### config.mk
export PLATFORM = sky130hd
export DESIGN_NAME = pcq_top
export DESIGN_NICKNAME = d
export VERILOG_FILES = /design/src/verilog/pcq_pkg.sv /design/src/verilog/pcq_top.sv /design/src/verilog/pcq_store.sv
export SDC_FILE = /design/constraint.sdc
export NUM_CORES = 1
export LEC_CHECK = 0
export BUFFER_PORTS_ARGS = -buffer_cell sky130_fd_sc_hd__buf_4
export CAP_MARGIN = 20
export CORE_MARGIN = 2
export CORE_UTILIZATION = 55
export CTS_CLUSTER_SIZE = 24
export DETAILED_ROUTE_END_ITERATION = 10
export PLACE_DENSITY = 0.75
export SKIP_CTS_REPAIR_TIMING = 1
export SLEW_MARGIN = 20
export SYNTH_ARGS = -nofsm -noshare
export SYNTH_HDL_FRONTEND = slang
export SYNTH_SLANG_ARGS = --single-unit
### constraint.sdc
create_clock -name clock_in -period 4.7 [get_ports clock_in]
set_input_delay 0 -clock clock_in [delete_from_list [all_inputs] [get_ports clock_in]]
set_output_delay 0 -clock clock_in [all_outputs]
set_load 0.1 [all_outputs]
### src/verilog/pcq_pkg.sv
// Constants, register map and types for the position compare queue
// Assumes one 125 MHz clock domain and a 32-bit AXI4-Lite register bus
package pcq_pkg;
    // Widths and depth
    localparam int DATA_W = 32;
    localparam int DEPTH  = 16;
    localparam int PTR_W  = 4;
    localparam int CNT_W  = 5;
    localparam int ADDR_W = 8;
    localparam logic [CNT_W-1:0] DEPTH_CNT = 5'h10;

    // Register byte offsets
    localparam logic [ADDR_W-1:0] OFF_CTRL   = 8'h00;
    localparam logic [ADDR_W-1:0] OFF_BIAS   = 8'h04;
    localparam logic [ADDR_W-1:0] OFF_LIMIT  = 8'h08;
    localparam logic [ADDR_W-1:0] OFF_THRESH = 8'h0c;
    localparam logic [ADDR_W-1:0] OFF_PUSH   = 8'h10;
    localparam logic [ADDR_W-1:0] OFF_REMOVE = 8'h14;
    localparam logic [ADDR_W-1:0] OFF_STATUS = 8'h18;
    localparam logic [ADDR_W-1:0] OFF_OLDEST = 8'h1c;
    localparam logic [ADDR_W-1:0] OFF_TARGET = 8'h20;

    // Control register fields
    localparam int CTRL_EN_BIT    = 0;
    localparam int CTRL_SRC_LSB   = 1;
    localparam int CTRL_FLUSH_BIT = 4;

    // Status register fields
    localparam int ST_EMPTY_BIT = 0;
    localparam int ST_FILL_BIT  = 1;
    localparam int ST_OVF_BIT   = 2;
    localparam int ST_MATCH_BIT = 3;
    localparam int ST_CNT_LSB   = 8;

    // Reset values
    localparam logic [CNT_W-1:0]  RST_LIMIT  = 5'h10;
    localparam logic [CNT_W-1:0]  RST_THRESH = 5'h0c;
    localparam logic [DATA_W-1:0] RST_BIAS   = 32'h0;

    // Bus responses
    localparam logic [1:0] RESP_OKAY   = 2'h0;
    localparam logic [1:0] RESP_SLVERR = 2'h2;

    // Motion update timing
    localparam int CLK_NS     = 8;
    localparam int UPDATE_NS  = 256;
    localparam int UPDATE_CYC = UPDATE_NS / CLK_NS;
    localparam int TICK_W     = 6;
    localparam logic [TICK_W-1:0] UPDATE_LAST = TICK_W'(UPDATE_CYC - 1);

    // Position source selection
    typedef enum logic [1:0] {
        SRC_MOTOR_FB,
        SRC_MASTER_FB,
        SRC_MOTOR_CMD
    } pcq_src_t;
endpackage

### src/verilog/pcq_top.sv
// Position compare queue: value queue with bias adder and comparator
// Assumes an AXI4-Lite master and position inputs synchronous to clock_in
//
// Notes on behaviour
// A written value becomes the newest entry
// Writes refused while capacity exceeded
// Oldest unremoved entry is presented
// Target is oldest entry plus bias
// Target recomputed only on first push, remove
// Match when position equals target, held until remove
// Comparator disabled means no match
// Fill alarm while count at or above threshold
// Empty flag while nothing is stored
// Capacity flag when no room remains
// Flush discards every entry
// Program should flush at power-up
// Remove drops oldest entry, clears match (here a compare hit in the same cycle wins and sets it)
// Compare against one selectable position source
// Compare once per update tick, only when non-empty
//
// Our own choices: the register offsets and register access over AXI4-Lite.
`timescale 1ns/1ns
`default_nettype none
module pcq_top
    import pcq_pkg::*;
(
    input  wire logic              clock_in,              // 125 MHz clock
    input  wire logic              rst_b_in,              // Async reset, active low
    input  wire logic [ADDR_W-1:0] s_axi_awaddr_in,       // Write address
    input  wire logic              s_axi_awvalid_in,      // Write address valid
    output logic                   s_axi_awready_out,     // Write address ready
    input  wire logic [31:0]       s_axi_wdata_in,        // Write data
    input  wire logic [3:0]        s_axi_wstrb_in,        // Write byte strobes
    input  wire logic              s_axi_wvalid_in,       // Write data valid
    output logic                   s_axi_wready_out,      // Write data ready
    output logic [1:0]             s_axi_bresp_out,       // Write response
    output logic                   s_axi_bvalid_out,      // Write response valid
    input  wire logic              s_axi_bready_in,       // Write response ready
    input  wire logic [ADDR_W-1:0] s_axi_araddr_in,       // Read address
    input  wire logic              s_axi_arvalid_in,      // Read address valid
    output logic                   s_axi_arready_out,     // Read address ready
    output logic [31:0]            s_axi_rdata_out,       // Read data
    output logic [1:0]             s_axi_rresp_out,       // Read response
    output logic                   s_axi_rvalid_out,      // Read data valid
    input  wire logic              s_axi_rready_in,       // Read data ready
    input  wire logic [DATA_W-1:0] motor_feedback_in,     // Motor feedback position
    input  wire logic [DATA_W-1:0] master_feedback_in,    // Master feedback position
    input  wire logic [DATA_W-1:0] motor_command_in,      // Motor commanded position
    output logic                   match_event_out,       // Position reached target
    output logic                   nothing_stored_out,    // Queue empty
    output logic                   fill_alarm_out,        // Count at threshold
    output logic                   capacity_exceeded_out  // No room left
);
    // Bus handshake state
    logic              awready_q;
    logic              wready_q;
    logic              bvalid_q;
    logic [1:0]        bresp_q;
    logic              arready_q;
    logic              rvalid_q;
    logic [1:0]        rresp_q;
    logic [31:0]       rdata_q;
    logic [31:0]       rdata_d;
    logic              rd_ok;
    logic [ADDR_W-1:0] waddr_q;
    logic [31:0]       wdata_q;
    logic [3:0]        wstrb_q;

    // Control and queue state
    logic              comparator_enable_q;
    pcq_src_t          src_q;
    logic [DATA_W-1:0] target_bias_q;
    logic [CNT_W-1:0]  capacity_limit_q;
    logic [CNT_W-1:0]  fill_threshold_q;
    logic [DATA_W-1:0] match_target_q;
    logic              recalc_q;
    logic              match_q;
    logic              match_d;
    logic              empty_q;
    logic              fill_q;
    logic              ovf_q;
    logic [TICK_W-1:0] tick_cnt_q;
    logic              tick_q;
    logic [DATA_W-1:0] oldest_entry_value;
    logic [CNT_W-1:0]  count;

    // Byte-lane merge of a write into a register image
    function automatic logic [31:0] merge(input logic [31:0] old_v,
                                          input logic [31:0] new_v,
                                          input logic [3:0]  strb);
        logic [31:0] res;
        res = old_v;
        for (int i = 0; i < 4; i++) begin
            if (strb[i]) begin
                res[8*i +: 8] = new_v[8*i +: 8];
            end
        end
        return res;
    endfunction

    // Write decode, done once address and data are both held
    wire        do_wr;
    wire        hit_ctrl;
    wire        hit_bias;
    wire        hit_lim;
    wire        hit_thr;
    wire        hit_push;
    wire        hit_pop;
    wire        wr_ok;
    wire [31:0] ctrl_img;
    wire [31:0] ctrl_new;
    wire [31:0] lim_new;
    wire [31:0] thr_new;
    wire [31:0] queue_write_value;
    assign do_wr    = !awready_q && !wready_q && !bvalid_q;
    assign hit_ctrl = waddr_q == OFF_CTRL;
    assign hit_bias = waddr_q == OFF_BIAS;
    assign hit_lim  = waddr_q == OFF_LIMIT;
    assign hit_thr  = waddr_q == OFF_THRESH;
    assign hit_push = waddr_q == OFF_PUSH;
    assign hit_pop  = waddr_q == OFF_REMOVE;
    assign wr_ok    = hit_ctrl || hit_bias || hit_lim || hit_thr || hit_push || hit_pop;
    assign ctrl_img = {29'h0, src_q, comparator_enable_q};
    assign ctrl_new = merge(ctrl_img, wdata_q, wstrb_q);
    assign lim_new  = merge({27'h0, capacity_limit_q}, wdata_q, wstrb_q);
    assign thr_new  = merge({27'h0, fill_threshold_q}, wdata_q, wstrb_q);
    assign queue_write_value = merge(32'h0, wdata_q, wstrb_q);

    // Queue operations taken from the register writes
    wire push_w;
    wire push_go;
    wire pop_w;
    wire flush_w;
    wire ovf_d;
    wire recalc_d;
    assign ovf_d    = count >= capacity_limit_q;
    assign push_w   = do_wr && hit_push;
    assign push_go  = push_w && !ovf_d;
    assign pop_w    = do_wr && hit_pop;
    assign flush_w  = do_wr && hit_ctrl && ctrl_new[CTRL_FLUSH_BIT];
    assign recalc_d = (push_go && count == '0) || (pop_w && count != '0);

    // Entry storage
    pcq_store u_store (
        .clock_in   (clock_in),
        .rst_b_in   (rst_b_in),
        .push_in    (push_go),
        .pop_in     (pop_w),
        .flush_in   (flush_w),
        .data_in    (queue_write_value),
        .oldest_out (oldest_entry_value),
        .count_out  (count)
    );

    // Position source selection and comparison
    wire [DATA_W-1:0] pos_sel;
    wire              hit_cmp;
    assign pos_sel = (src_q == SRC_MASTER_FB) ? master_feedback_in :
                     (src_q == SRC_MOTOR_CMD) ? motor_command_in :
                     motor_feedback_in;
    assign hit_cmp = tick_q && comparator_enable_q && count != '0 &&
                     !recalc_q && pos_sel == match_target_q;

    // Match flag; a hit in the removal cycle wins over the clear
    always_comb begin
        if (!comparator_enable_q) begin
            match_d = 1'b0;
        end else if (hit_cmp) begin
            match_d = 1'b1;
        end else if (pop_w || flush_w) begin
            match_d = 1'b0;
        end else begin
            match_d = match_q;
        end
    end

    // Motion update tick divider
    always_ff @(posedge clock_in or negedge rst_b_in) begin
        if (!rst_b_in) begin
            tick_cnt_q <= '0;
            tick_q     <= 1'b0;
        end else begin
            tick_q     <= tick_cnt_q == UPDATE_LAST;
            tick_cnt_q <= (tick_cnt_q == UPDATE_LAST) ? '0 : tick_cnt_q + 1'b1;
        end
    end

    // Target, match and status flags
    always_ff @(posedge clock_in or negedge rst_b_in) begin
        if (!rst_b_in) begin
            match_target_q <= '0;
            recalc_q       <= 1'b0;
            match_q        <= 1'b0;
            empty_q        <= 1'b1;
            fill_q         <= 1'b0;
            ovf_q          <= 1'b0;
        end else begin
            recalc_q <= recalc_d;
            if (recalc_q) begin
                match_target_q <= oldest_entry_value + target_bias_q;
            end
            match_q <= match_d;
            empty_q <= count == '0;
            fill_q  <= count >= fill_threshold_q;
            ovf_q   <= ovf_d;
        end
    end

    // Software settings
    always_ff @(posedge clock_in or negedge rst_b_in) begin
        if (!rst_b_in) begin
            comparator_enable_q <= 1'b0;
            src_q               <= SRC_MOTOR_FB;
            target_bias_q       <= RST_BIAS;
            capacity_limit_q    <= RST_LIMIT;
            fill_threshold_q    <= RST_THRESH;
        end else if (do_wr) begin
            if (hit_ctrl) begin
                comparator_enable_q <= ctrl_new[CTRL_EN_BIT];
                src_q <= (ctrl_new[CTRL_SRC_LSB +: 2] == 2'h3) ? SRC_MOTOR_FB :
                         pcq_src_t'(ctrl_new[CTRL_SRC_LSB +: 2]);
            end
            if (hit_bias) begin
                target_bias_q <= merge(target_bias_q, wdata_q, wstrb_q);
            end
            if (hit_lim) begin
                capacity_limit_q <= (lim_new > 32'(DEPTH)) ? DEPTH_CNT : lim_new[CNT_W-1:0];
            end
            if (hit_thr) begin
                fill_threshold_q <= thr_new[CNT_W-1:0];
            end
        end
    end

    // Write channels: address and data taken in either order
    always_ff @(posedge clock_in or negedge rst_b_in) begin
        if (!rst_b_in) begin
            awready_q <= 1'b1;
            wready_q  <= 1'b1;
            bvalid_q  <= 1'b0;
            bresp_q   <= RESP_OKAY;
            waddr_q   <= '0;
            wdata_q   <= '0;
            wstrb_q   <= '0;
        end else begin
            if (s_axi_awvalid_in && awready_q) begin
                awready_q <= 1'b0;
                waddr_q   <= s_axi_awaddr_in;
            end
            if (s_axi_wvalid_in && wready_q) begin
                wready_q <= 1'b0;
                wdata_q  <= s_axi_wdata_in;
                wstrb_q  <= s_axi_wstrb_in;
            end
            if (do_wr) begin
                bvalid_q <= 1'b1;
                bresp_q  <= wr_ok ? RESP_OKAY : RESP_SLVERR;
            end else if (bvalid_q && s_axi_bready_in) begin
                bvalid_q  <= 1'b0;
                awready_q <= 1'b1;
                wready_q  <= 1'b1;
            end
        end
    end

    // Read decode
    always_comb begin
        rd_ok   = 1'b1;
        rdata_d = 32'h0;
        if (s_axi_araddr_in == OFF_CTRL) begin
            rdata_d = ctrl_img;
        end else if (s_axi_araddr_in == OFF_BIAS) begin
            rdata_d = target_bias_q;
        end else if (s_axi_araddr_in == OFF_LIMIT) begin
            rdata_d = {27'h0, capacity_limit_q};
        end else if (s_axi_araddr_in == OFF_THRESH) begin
            rdata_d = {27'h0, fill_threshold_q};
        end else if (s_axi_araddr_in == OFF_PUSH || s_axi_araddr_in == OFF_REMOVE) begin
            rdata_d = 32'h0;
        end else if (s_axi_araddr_in == OFF_STATUS) begin
            rdata_d[ST_EMPTY_BIT] = empty_q;
            rdata_d[ST_FILL_BIT]  = fill_q;
            rdata_d[ST_OVF_BIT]   = ovf_q;
            rdata_d[ST_MATCH_BIT] = match_q;
            rdata_d[ST_CNT_LSB +: CNT_W] = count;
        end else if (s_axi_araddr_in == OFF_OLDEST) begin
            rdata_d = (count == '0) ? 32'h0 : oldest_entry_value;
        end else if (s_axi_araddr_in == OFF_TARGET) begin
            rdata_d = match_target_q;
        end else begin
            rd_ok = 1'b0;
        end
    end

    // Read channel
    always_ff @(posedge clock_in or negedge rst_b_in) begin
        if (!rst_b_in) begin
            arready_q <= 1'b1;
            rvalid_q  <= 1'b0;
            rresp_q   <= RESP_OKAY;
            rdata_q   <= '0;
        end else if (s_axi_arvalid_in && arready_q) begin
            arready_q <= 1'b0;
            rvalid_q  <= 1'b1;
            rdata_q   <= rdata_d;
            rresp_q   <= rd_ok ? RESP_OKAY : RESP_SLVERR;
        end else if (rvalid_q && s_axi_rready_in) begin
            arready_q <= 1'b1;
            rvalid_q  <= 1'b0;
        end
    end

    // Outputs straight from flip-flops
    assign s_axi_awready_out     = awready_q;
    assign s_axi_wready_out      = wready_q;
    assign s_axi_bvalid_out      = bvalid_q;
    assign s_axi_bresp_out       = bresp_q;
    assign s_axi_arready_out     = arready_q;
    assign s_axi_rvalid_out      = rvalid_q;
    assign s_axi_rresp_out       = rresp_q;
    assign s_axi_rdata_out       = rdata_q;
    assign match_event_out       = match_q;
    assign nothing_stored_out    = empty_q;
    assign fill_alarm_out        = fill_q;
    assign capacity_exceeded_out = ovf_q;
endmodule
`default_nettype wire

### src/verilog/pcq_store.sv
// Flip-flop ring store holding the queued position values
// Assumes the caller refuses pushes once its own limit is reached
`timescale 1ns/1ns
`default_nettype none
module pcq_store
    import pcq_pkg::*;
(
    input  wire logic              clock_in,   // System clock
    input  wire logic              rst_b_in,   // Async reset, active low
    input  wire logic              push_in,    // Store a new newest entry
    input  wire logic              pop_in,     // Drop the oldest entry
    input  wire logic              flush_in,   // Discard every entry
    input  wire logic [DATA_W-1:0] data_in,    // Value to store
    output logic      [DATA_W-1:0] oldest_out, // Oldest entry held
    output logic      [CNT_W-1:0]  count_out   // Entries held
);
    logic [DATA_W-1:0] mem_q [DEPTH];
    logic [PTR_W-1:0]  wr_q;
    logic [PTR_W-1:0]  rd_q;
    logic [CNT_W-1:0]  cnt_q;
    wire               do_push;
    wire               do_pop;

    // Guard against physical overrun and underrun
    assign do_push    = push_in && (cnt_q < DEPTH_CNT);
    assign do_pop     = pop_in && (cnt_q != '0);
    assign oldest_out = mem_q[rd_q];
    assign count_out  = cnt_q;

    // Entry storage; cleared at reset so a drained queue never reads unknown
    always_ff @(posedge clock_in or negedge rst_b_in) begin
        if (!rst_b_in) begin
            for (int i = 0; i < DEPTH; i++) begin
                mem_q[i] <= '0;
            end
        end else if (do_push && !flush_in) begin
            mem_q[wr_q] <= data_in;
        end
    end

    // Pointers wrap naturally at the power-of-two depth
    always_ff @(posedge clock_in or negedge rst_b_in) begin
        if (!rst_b_in) begin
            wr_q  <= '0;
            rd_q  <= '0;
            cnt_q <= '0;
        end else if (flush_in) begin
            wr_q  <= '0;
            rd_q  <= '0;
            cnt_q <= '0;
        end else begin
            if (do_push) begin
                wr_q <= wr_q + 1'b1;
            end
            if (do_pop) begin
                rd_q <= rd_q + 1'b1;
            end
            if (do_push && !do_pop) begin
                cnt_q <= cnt_q + 1'b1;
            end else if (do_pop && !do_push) begin
                cnt_q <= cnt_q - 1'b1;
            end
        end
    end
endmodule
`default_nettype wire

Yosys cells after proc, flatten, opt, wreduce, memory -nomap -nowiden
Cells that the tools add are included.
{"block": "totals", "regBits": 699}
{"block": "op_classes", "reduce_logical": 56, "n_eq_ne": 19, "n_mux": 61, "bitwise_logic": 2, "addsub": 6, "order_cmp": 7}
{"op": "512-bit bitwise mux", "count": 1}
{"op": "32-bit two-way mux", "count": 13}
{"op": "32-bit binary-select mux with 4-bit select", "count": 1}
{"op": "32-bit demux with 4-bit select", "count": 1}
{"op": "8-bit by 5-bit equality test with 1-bit output, second input constant", "count": 6}
{"op": "8-bit two-way mux", "count": 5}
{"op": "32-bit adder", "count": 1}
{"op": "32-bit equality test", "count": 1}
{"op": "8-bit by 4-bit equality test with 1-bit output, second input constant", "count": 4}
{"op": "32-bit by 5-bit > comparator with 1-bit output, second input constant", "count": 1}
{"op": "5-bit two-way mux", "count": 6}
{"op": "4-bit two-way mux", "count": 6}
{"op": "1-bit logical AND", "count": 23}
{"op": "1-bit two-way mux", "count": 23}
{"op": "19-bit two-way mux", "count": 1}
{"op": "3-bit AND reduction", "count": 6}
{"op": "8-bit by 3-bit equality test with 1-bit output, second input constant", "count": 2}
{"op": "8-bit zero test", "count": 2}
{"op": "5-bit >= comparator", "count": 2}
{"op": "5-bit >= comparator, second input constant", "count": 2}
{"op": "4-bit NOT with 5-bit output", "count": 2}
{"op": "4-bit by 1-bit adder with 4-bit output, second input constant", "count": 2}
{"op": "8-bit by 6-bit equality test with 1-bit output, second input constant", "count": 1}
{"op": "1-bit zero test", "count": 8}
{"op": "other kinds (17)", "count": 31}

Depth between registers and ports, before layout
{"block": "depth", "ltp_word": 12, "depth_mapped": 15}

Modules after synthesis
Synthesis repeated with hierarchy kept, for this count alone.
{"block": "unflattened", "hier_cells": 2578, "area_unflattened_um2": 34474.3}
{"module": "pcq_store", "cells_each": 1492, "area_per_inst_um2": 23689.0, "n_inst": 1, "seq_area_each_um2": 13137.6}
{"module": "pcq_top", "cells_each": 1086, "area_per_inst_um2": 10785.3, "n_inst": 1, "seq_area_each_um2": 4312.9}

Worst setup path after synthesis
No wires, ideal clock.
{"block": "synth_path", "path_kind": "register to register", "from": "register u_store.rd_q[0]", "to": "register match_target_q[29]", "setup_time_ps": 126, "arrival_ps": 4655, "path_buffers": 4, "path_stages_with_launch": 16, "path_slack_ps": -81, "period_less_slack_ps": 4781, "cell_sequence": "dfrtp_1 -> clkbuf_1 -> buf_2 -> clkbuf_1 -> buf_2 -> mux4_2 -> mux4_2 -> ha_1 -> a21oi_1 -> o21ai_0 -> a221o_1 -> a211oi_1 -> a211oi_1 -> o2111ai_1 -> mux2_2 -> a221o_1"}
{"block": "synth_via", "elab_chain_len": 5}
{"element": "start: declaration", "line": "pcq_store.sv:19", "rtl": "logic [PTR_W-1:0] rd_q;"}
{"element": "start signal: assignment", "line": "pcq_store.sv:56", "rtl": "rd_q <= rd_q + 1'b1;"}
{"element": "4-bit NOT with 5-bit output (not written as such)", "line": "pcq_store.sv:27", "rtl": "assign oldest_out = mem_q[rd_q];"}
{"element": "32-bit binary-select mux with 4-bit select", "line": "pcq_store.sv:27"}
{"element": "32-bit two-way mux (not written as such) (2 in a row)", "line": "pcq_store.sv:27"}
{"element": "32-bit adder", "line": "pcq_top.sv:200", "rtl": "match_target_q <= oldest_entry_value + target_bias_q;"}
{"element": "end signal: assignment", "line": "pcq_top.sv:200"}
{"element": "end: declaration", "line": "pcq_top.sv:75", "rtl": "logic [DATA_W-1:0] match_target_q;"}
Every way passes these cells. The select of a mux whose other input is x is not followed.
A chain may end at the register's enable or synchronous reset.

Worst setup path in the final report
{"block": "layout_path", "from": "register u_store.rd_q[1]", "to": "register match_target_q[27]"}
Same word-level chain as after synthesis.

==> flow_metrics.py <==
metrics = {
    "routing": {
        "drtIter0Drc": 2898,
        "drc": 0,
        "ant_nets": 0,
        "vias": 25440,
        "wirelength_mm": 95.7,
        "first_pass_iters": 8,
        "viasPerCell": 6.35,
        "route.detailed.wl_per_inst_um": 23.9,
    },
    "logic_synthesis": {
        "async_reset_ff_share_pct": 100,
        "synth_cells": 2995,
        "yosysTopAreaCell": "dfrtp_1",
        "synth-seq-area-share_pct": 52.6,
        "synth_top_area_share_pct": 52.1,
        "ys.flop_type": "dfrtp_1",
        "synthTopCellsByArea": "dfrtp_1 (52%), mux4_2 (11%), nand2_1 (7.2%), o21ai_0 (6.7%), mux2_2 (3.4%)",
        "synth.avg_cell_area_um2": 11.1,
        "yosys_warnings": 0,
        "ys_ff_latch": 697,
        "ys_top_cells_by_count": "dfrtp_1 (690), nand2_1 (638), o21ai_0 (446)",
        "synth_area_um2": 33200,
        "yosysMostFrequentCell": "dfrtp_1",
        "yosysUniqueCellTypes": 73,
        "synth_edf_count": 0,
    },
    "floorplanning": {
        "dieArea_um2": 62300,
        "rows": 90,
        "ios": 200,
        "die_h_um": 250,
        "initial_utilization_pct": 55.2,
        "coreArea_um2": 60000,
        "die_w_um": 250,
    },
    "critical_path": {
        "crit_chain": "buf_4 > mux4_2 > mux4_2 > ha_1 > o21a_1 > o211ai_1 > nor3_1 > a211oi_1 > buf_4 > a2111oi_1 > buf_4 > o211ai_1 > a21o_1 > a31o_2",
        "worst_path_largest_cell_delay_ns": 0.62,
        "crit_slowest_cell": "dfrtp_4",
        "required_ns": 5.20,
        "reg2reg_setup_slack_ns": 0.17,
        "arrival_ns": 5.04,
        "crit_type": "reg -> reg",
        "cp-end-kind": "register",
        "critPathMostFrequentCell": "buf_4",
        "cp_max_fo": 20,
        "start_kind": "register",
    },
    "clock_tree": {
        "clk_pin_slew_ns": 0.06,
        "htreeDepth": 3,
        "clock_latency_ns": 0.62,
        "tritoncts": "yes",
        "cts_sinks": 697,
        "root_buffer": "clkbuf_16",
        "cts_buffer_depth": 3,
        "cts_buffers": 73,
    },
    "timing": {
        "finalSetupViolCount": 0,
        "hold_viol_final": 0,
        "fin_skew_ns": 0.0199,
        "fmax_mhz": 221,
        "finalMaxSlewViolations": 0,
        "hold_slack_ns": 0.0172,
        "slew_headroom_pct": 25.9,
        "grt_setup_unrepaired": "false",
        "worstMarginPinSlew_ns": 1.11,
        "finalCriticalPeriod_ns": 4.53,
        "period_share_pct": 96.4,
    },
    "global_route": {
        "antenna_found_initial": 0,
        "gr-usage-all-layers_pct": 30.8,
        "grt_pass1_wl_mm": 148,
        "grt_pass1_vias": 25762,
        "grt_max_degree": 126,
        "grt-ovfl-total": 0,
    },
    "place": {
        "routabilityCongestion": 0.968,
        "dpl.cell_count": 3809,
        "io_buffer_count": 197,
        "dpl.hpwl_mm": 60.6,
    },
    "cells_and_area": {
        "stdcell_count": 4009,
        "layout.nets": 3374,
        "syn_to_final_growth_pct": 15.7,
        "drive_above_1_share_pct": 21.9,
    },
    "pwr": {
        "powerDensity_nw_per_um2": 393,
        "irDropWorstVdd_v": 0.000295,
        "leakage_uw": 0.0167,
    },
    "run_status": {
        "status": "complete, no violations",
    },
    "worst_hold_path": {
        "min_path_type": "in -> reg",
    },
    "flow_run": {
        "maxCapViolations": 0,
    },
}
## final timing paths
check | from | end | cells past startpoint
max in group asynchronous | rst_b_in | u_store.rd_q[0] | 3
max | u_store.rd_q[1] | match_target_q[27] | 14
min in group asynchronous | rst_b_in | u_store.mem_q[273] | 2
min | s_axi_araddr_in[4] | s_axi_rdata_out[0] | 5
max reg2reg | u_store.rd_q[1] | match_target_q[27] | 14
min reg2reg | u_store.mem_q[147] | u_store.mem_q[147] | 2
## layout by cell type (no fill, tap or decap), drive strengths merged, types with 4 or more instances in the layout
cell type | synthesis | final
dfrtp | 690 | 690
and3 | 5 | 5
nand2 | 638 | 638
xor2 | 16 | 16
o31ai | 8 | 8
bufinv | 0 | 8
mux4 | 160 | 160
dfstp | 7 | 7
a21o | 22 | 22
xnor2 | 49 | 49
nor3 | 15 | 15
nor2 | 32 | 32
nor4 | 7 | 7
buf | 67 | 265
inv | 30 | 36
nor2b | 42 | 42
a211oi | 37 | 37
a222oi | 32 | 32
and4 | 5 | 5
a2111oi | 4 | 4
dlygate4sd3 | 0 | 56
nand3 | 30 | 30
or2 | 4 | 4
o21a | 5 | 5
ha | 51 | 51
o21ai | 583 | 583
a21oi | 80 | 80
a31oi | 4 | 4
nand2b | 5 | 5
clkinv | 1 | 18
a21boi | 4 | 4
nand4 | 17 | 17
o21bai | 5 | 5
clkbuf | 159 | 101
mux2 | 99 | 99
mux2i | 36 | 36
o211ai | 5 | 5
## logic make-up after synthesis
kind of cell,Yosys count,synth area share (%)
adder cells (fa/ha/maj),53,2.05
buffers and inverters,257,3.42
XOR/XNOR,65,1.72
multiplexers,295,15.3
AO/OA/AOI/OAI,811,14.0
other,1,0.0113
AND/OR/NAND/NOR,816,10.9
flip-flops,697,52.6
## metrics by stage
step           setup TNS [ns]  power, µW  cell area (µm²)  setup slack, ns  utilization, %
5_1_grt                     0      15600            38400           0.0240            63.9
2_1_floorplan         -0.0174       8110            33200          -0.0174               -
3_3_place_gp                0       8940            35200            0.200            58.7
3_5_place_dp                0       9030            35200           0.0844            58.7
4_1_cts                     0      15000            37700           0.0522            62.9
6_report                    0      15100            38400            0.167            63.9
## cell type report
cell class	count	area (µm²)
clock buffer	101	2070
multi-input combinational	2042	14600
timing repair buffer	321	2720
fill	4431	21600
inverter	31	116
sequential	697	17500
clock inverter	33	423
antenna	2	5.00
tap	782	978
## routing by layer
layer	part of all wire [%]	vias up	track usage (%)
li1	-	11055	-
met1	39	12793	39.9
met2	49	1318	50.1
met3	8.5	274	6.46
met4	4.2	0	14.4
met5	0	-	0
## worst max-delay path, delay by kind of cell (launching register included)
family | cells | cell delay [ns]
AND/OR/NAND/NOR | 1 | 0.28
flip-flops | 1 | 0.62
buffers and inverters | 3 | 0.78
multiplexers | 2 | 0.88
adder cells (fa/ha/maj) | 1 | 0.41
AO/OA/AOI/OAI | 7 | 1.41
## power breakdown
| part | switching (µW) | internal, µW | leakage, µW | total (µW) |
|---|---|---|---|---|
| clock | 2470 | 3560 | 0.00123 | 6030 |
| combinational | 1590 | 673 | 0.00593 | 2260 |
| sequential | 502 | 6300 | 0.00958 | 6800 |
## registers in the layout (all words and copies together), names as in the netlist, 2 cells and up
| signal | flops |
|---|---|
| capacity_limit_q | 5 |
| fill_threshold_q | 5 |
| match_target_q | 32 |
| s_axi_rdata_out | 32 |
| src_q | 2 |
| target_bias_q | 32 |
| tick_cnt_q | 6 |
| u_store.count_out | 5 |
| u_store.mem_q | 512 |
| u_store.rd_q | 4 |
| u_store.wr_q | 4 |
| waddr_q | 8 |
| wdata_q | 32 |
| wstrb_q | 4 |
No activity file was read; power rests on OpenSTA's default activity.
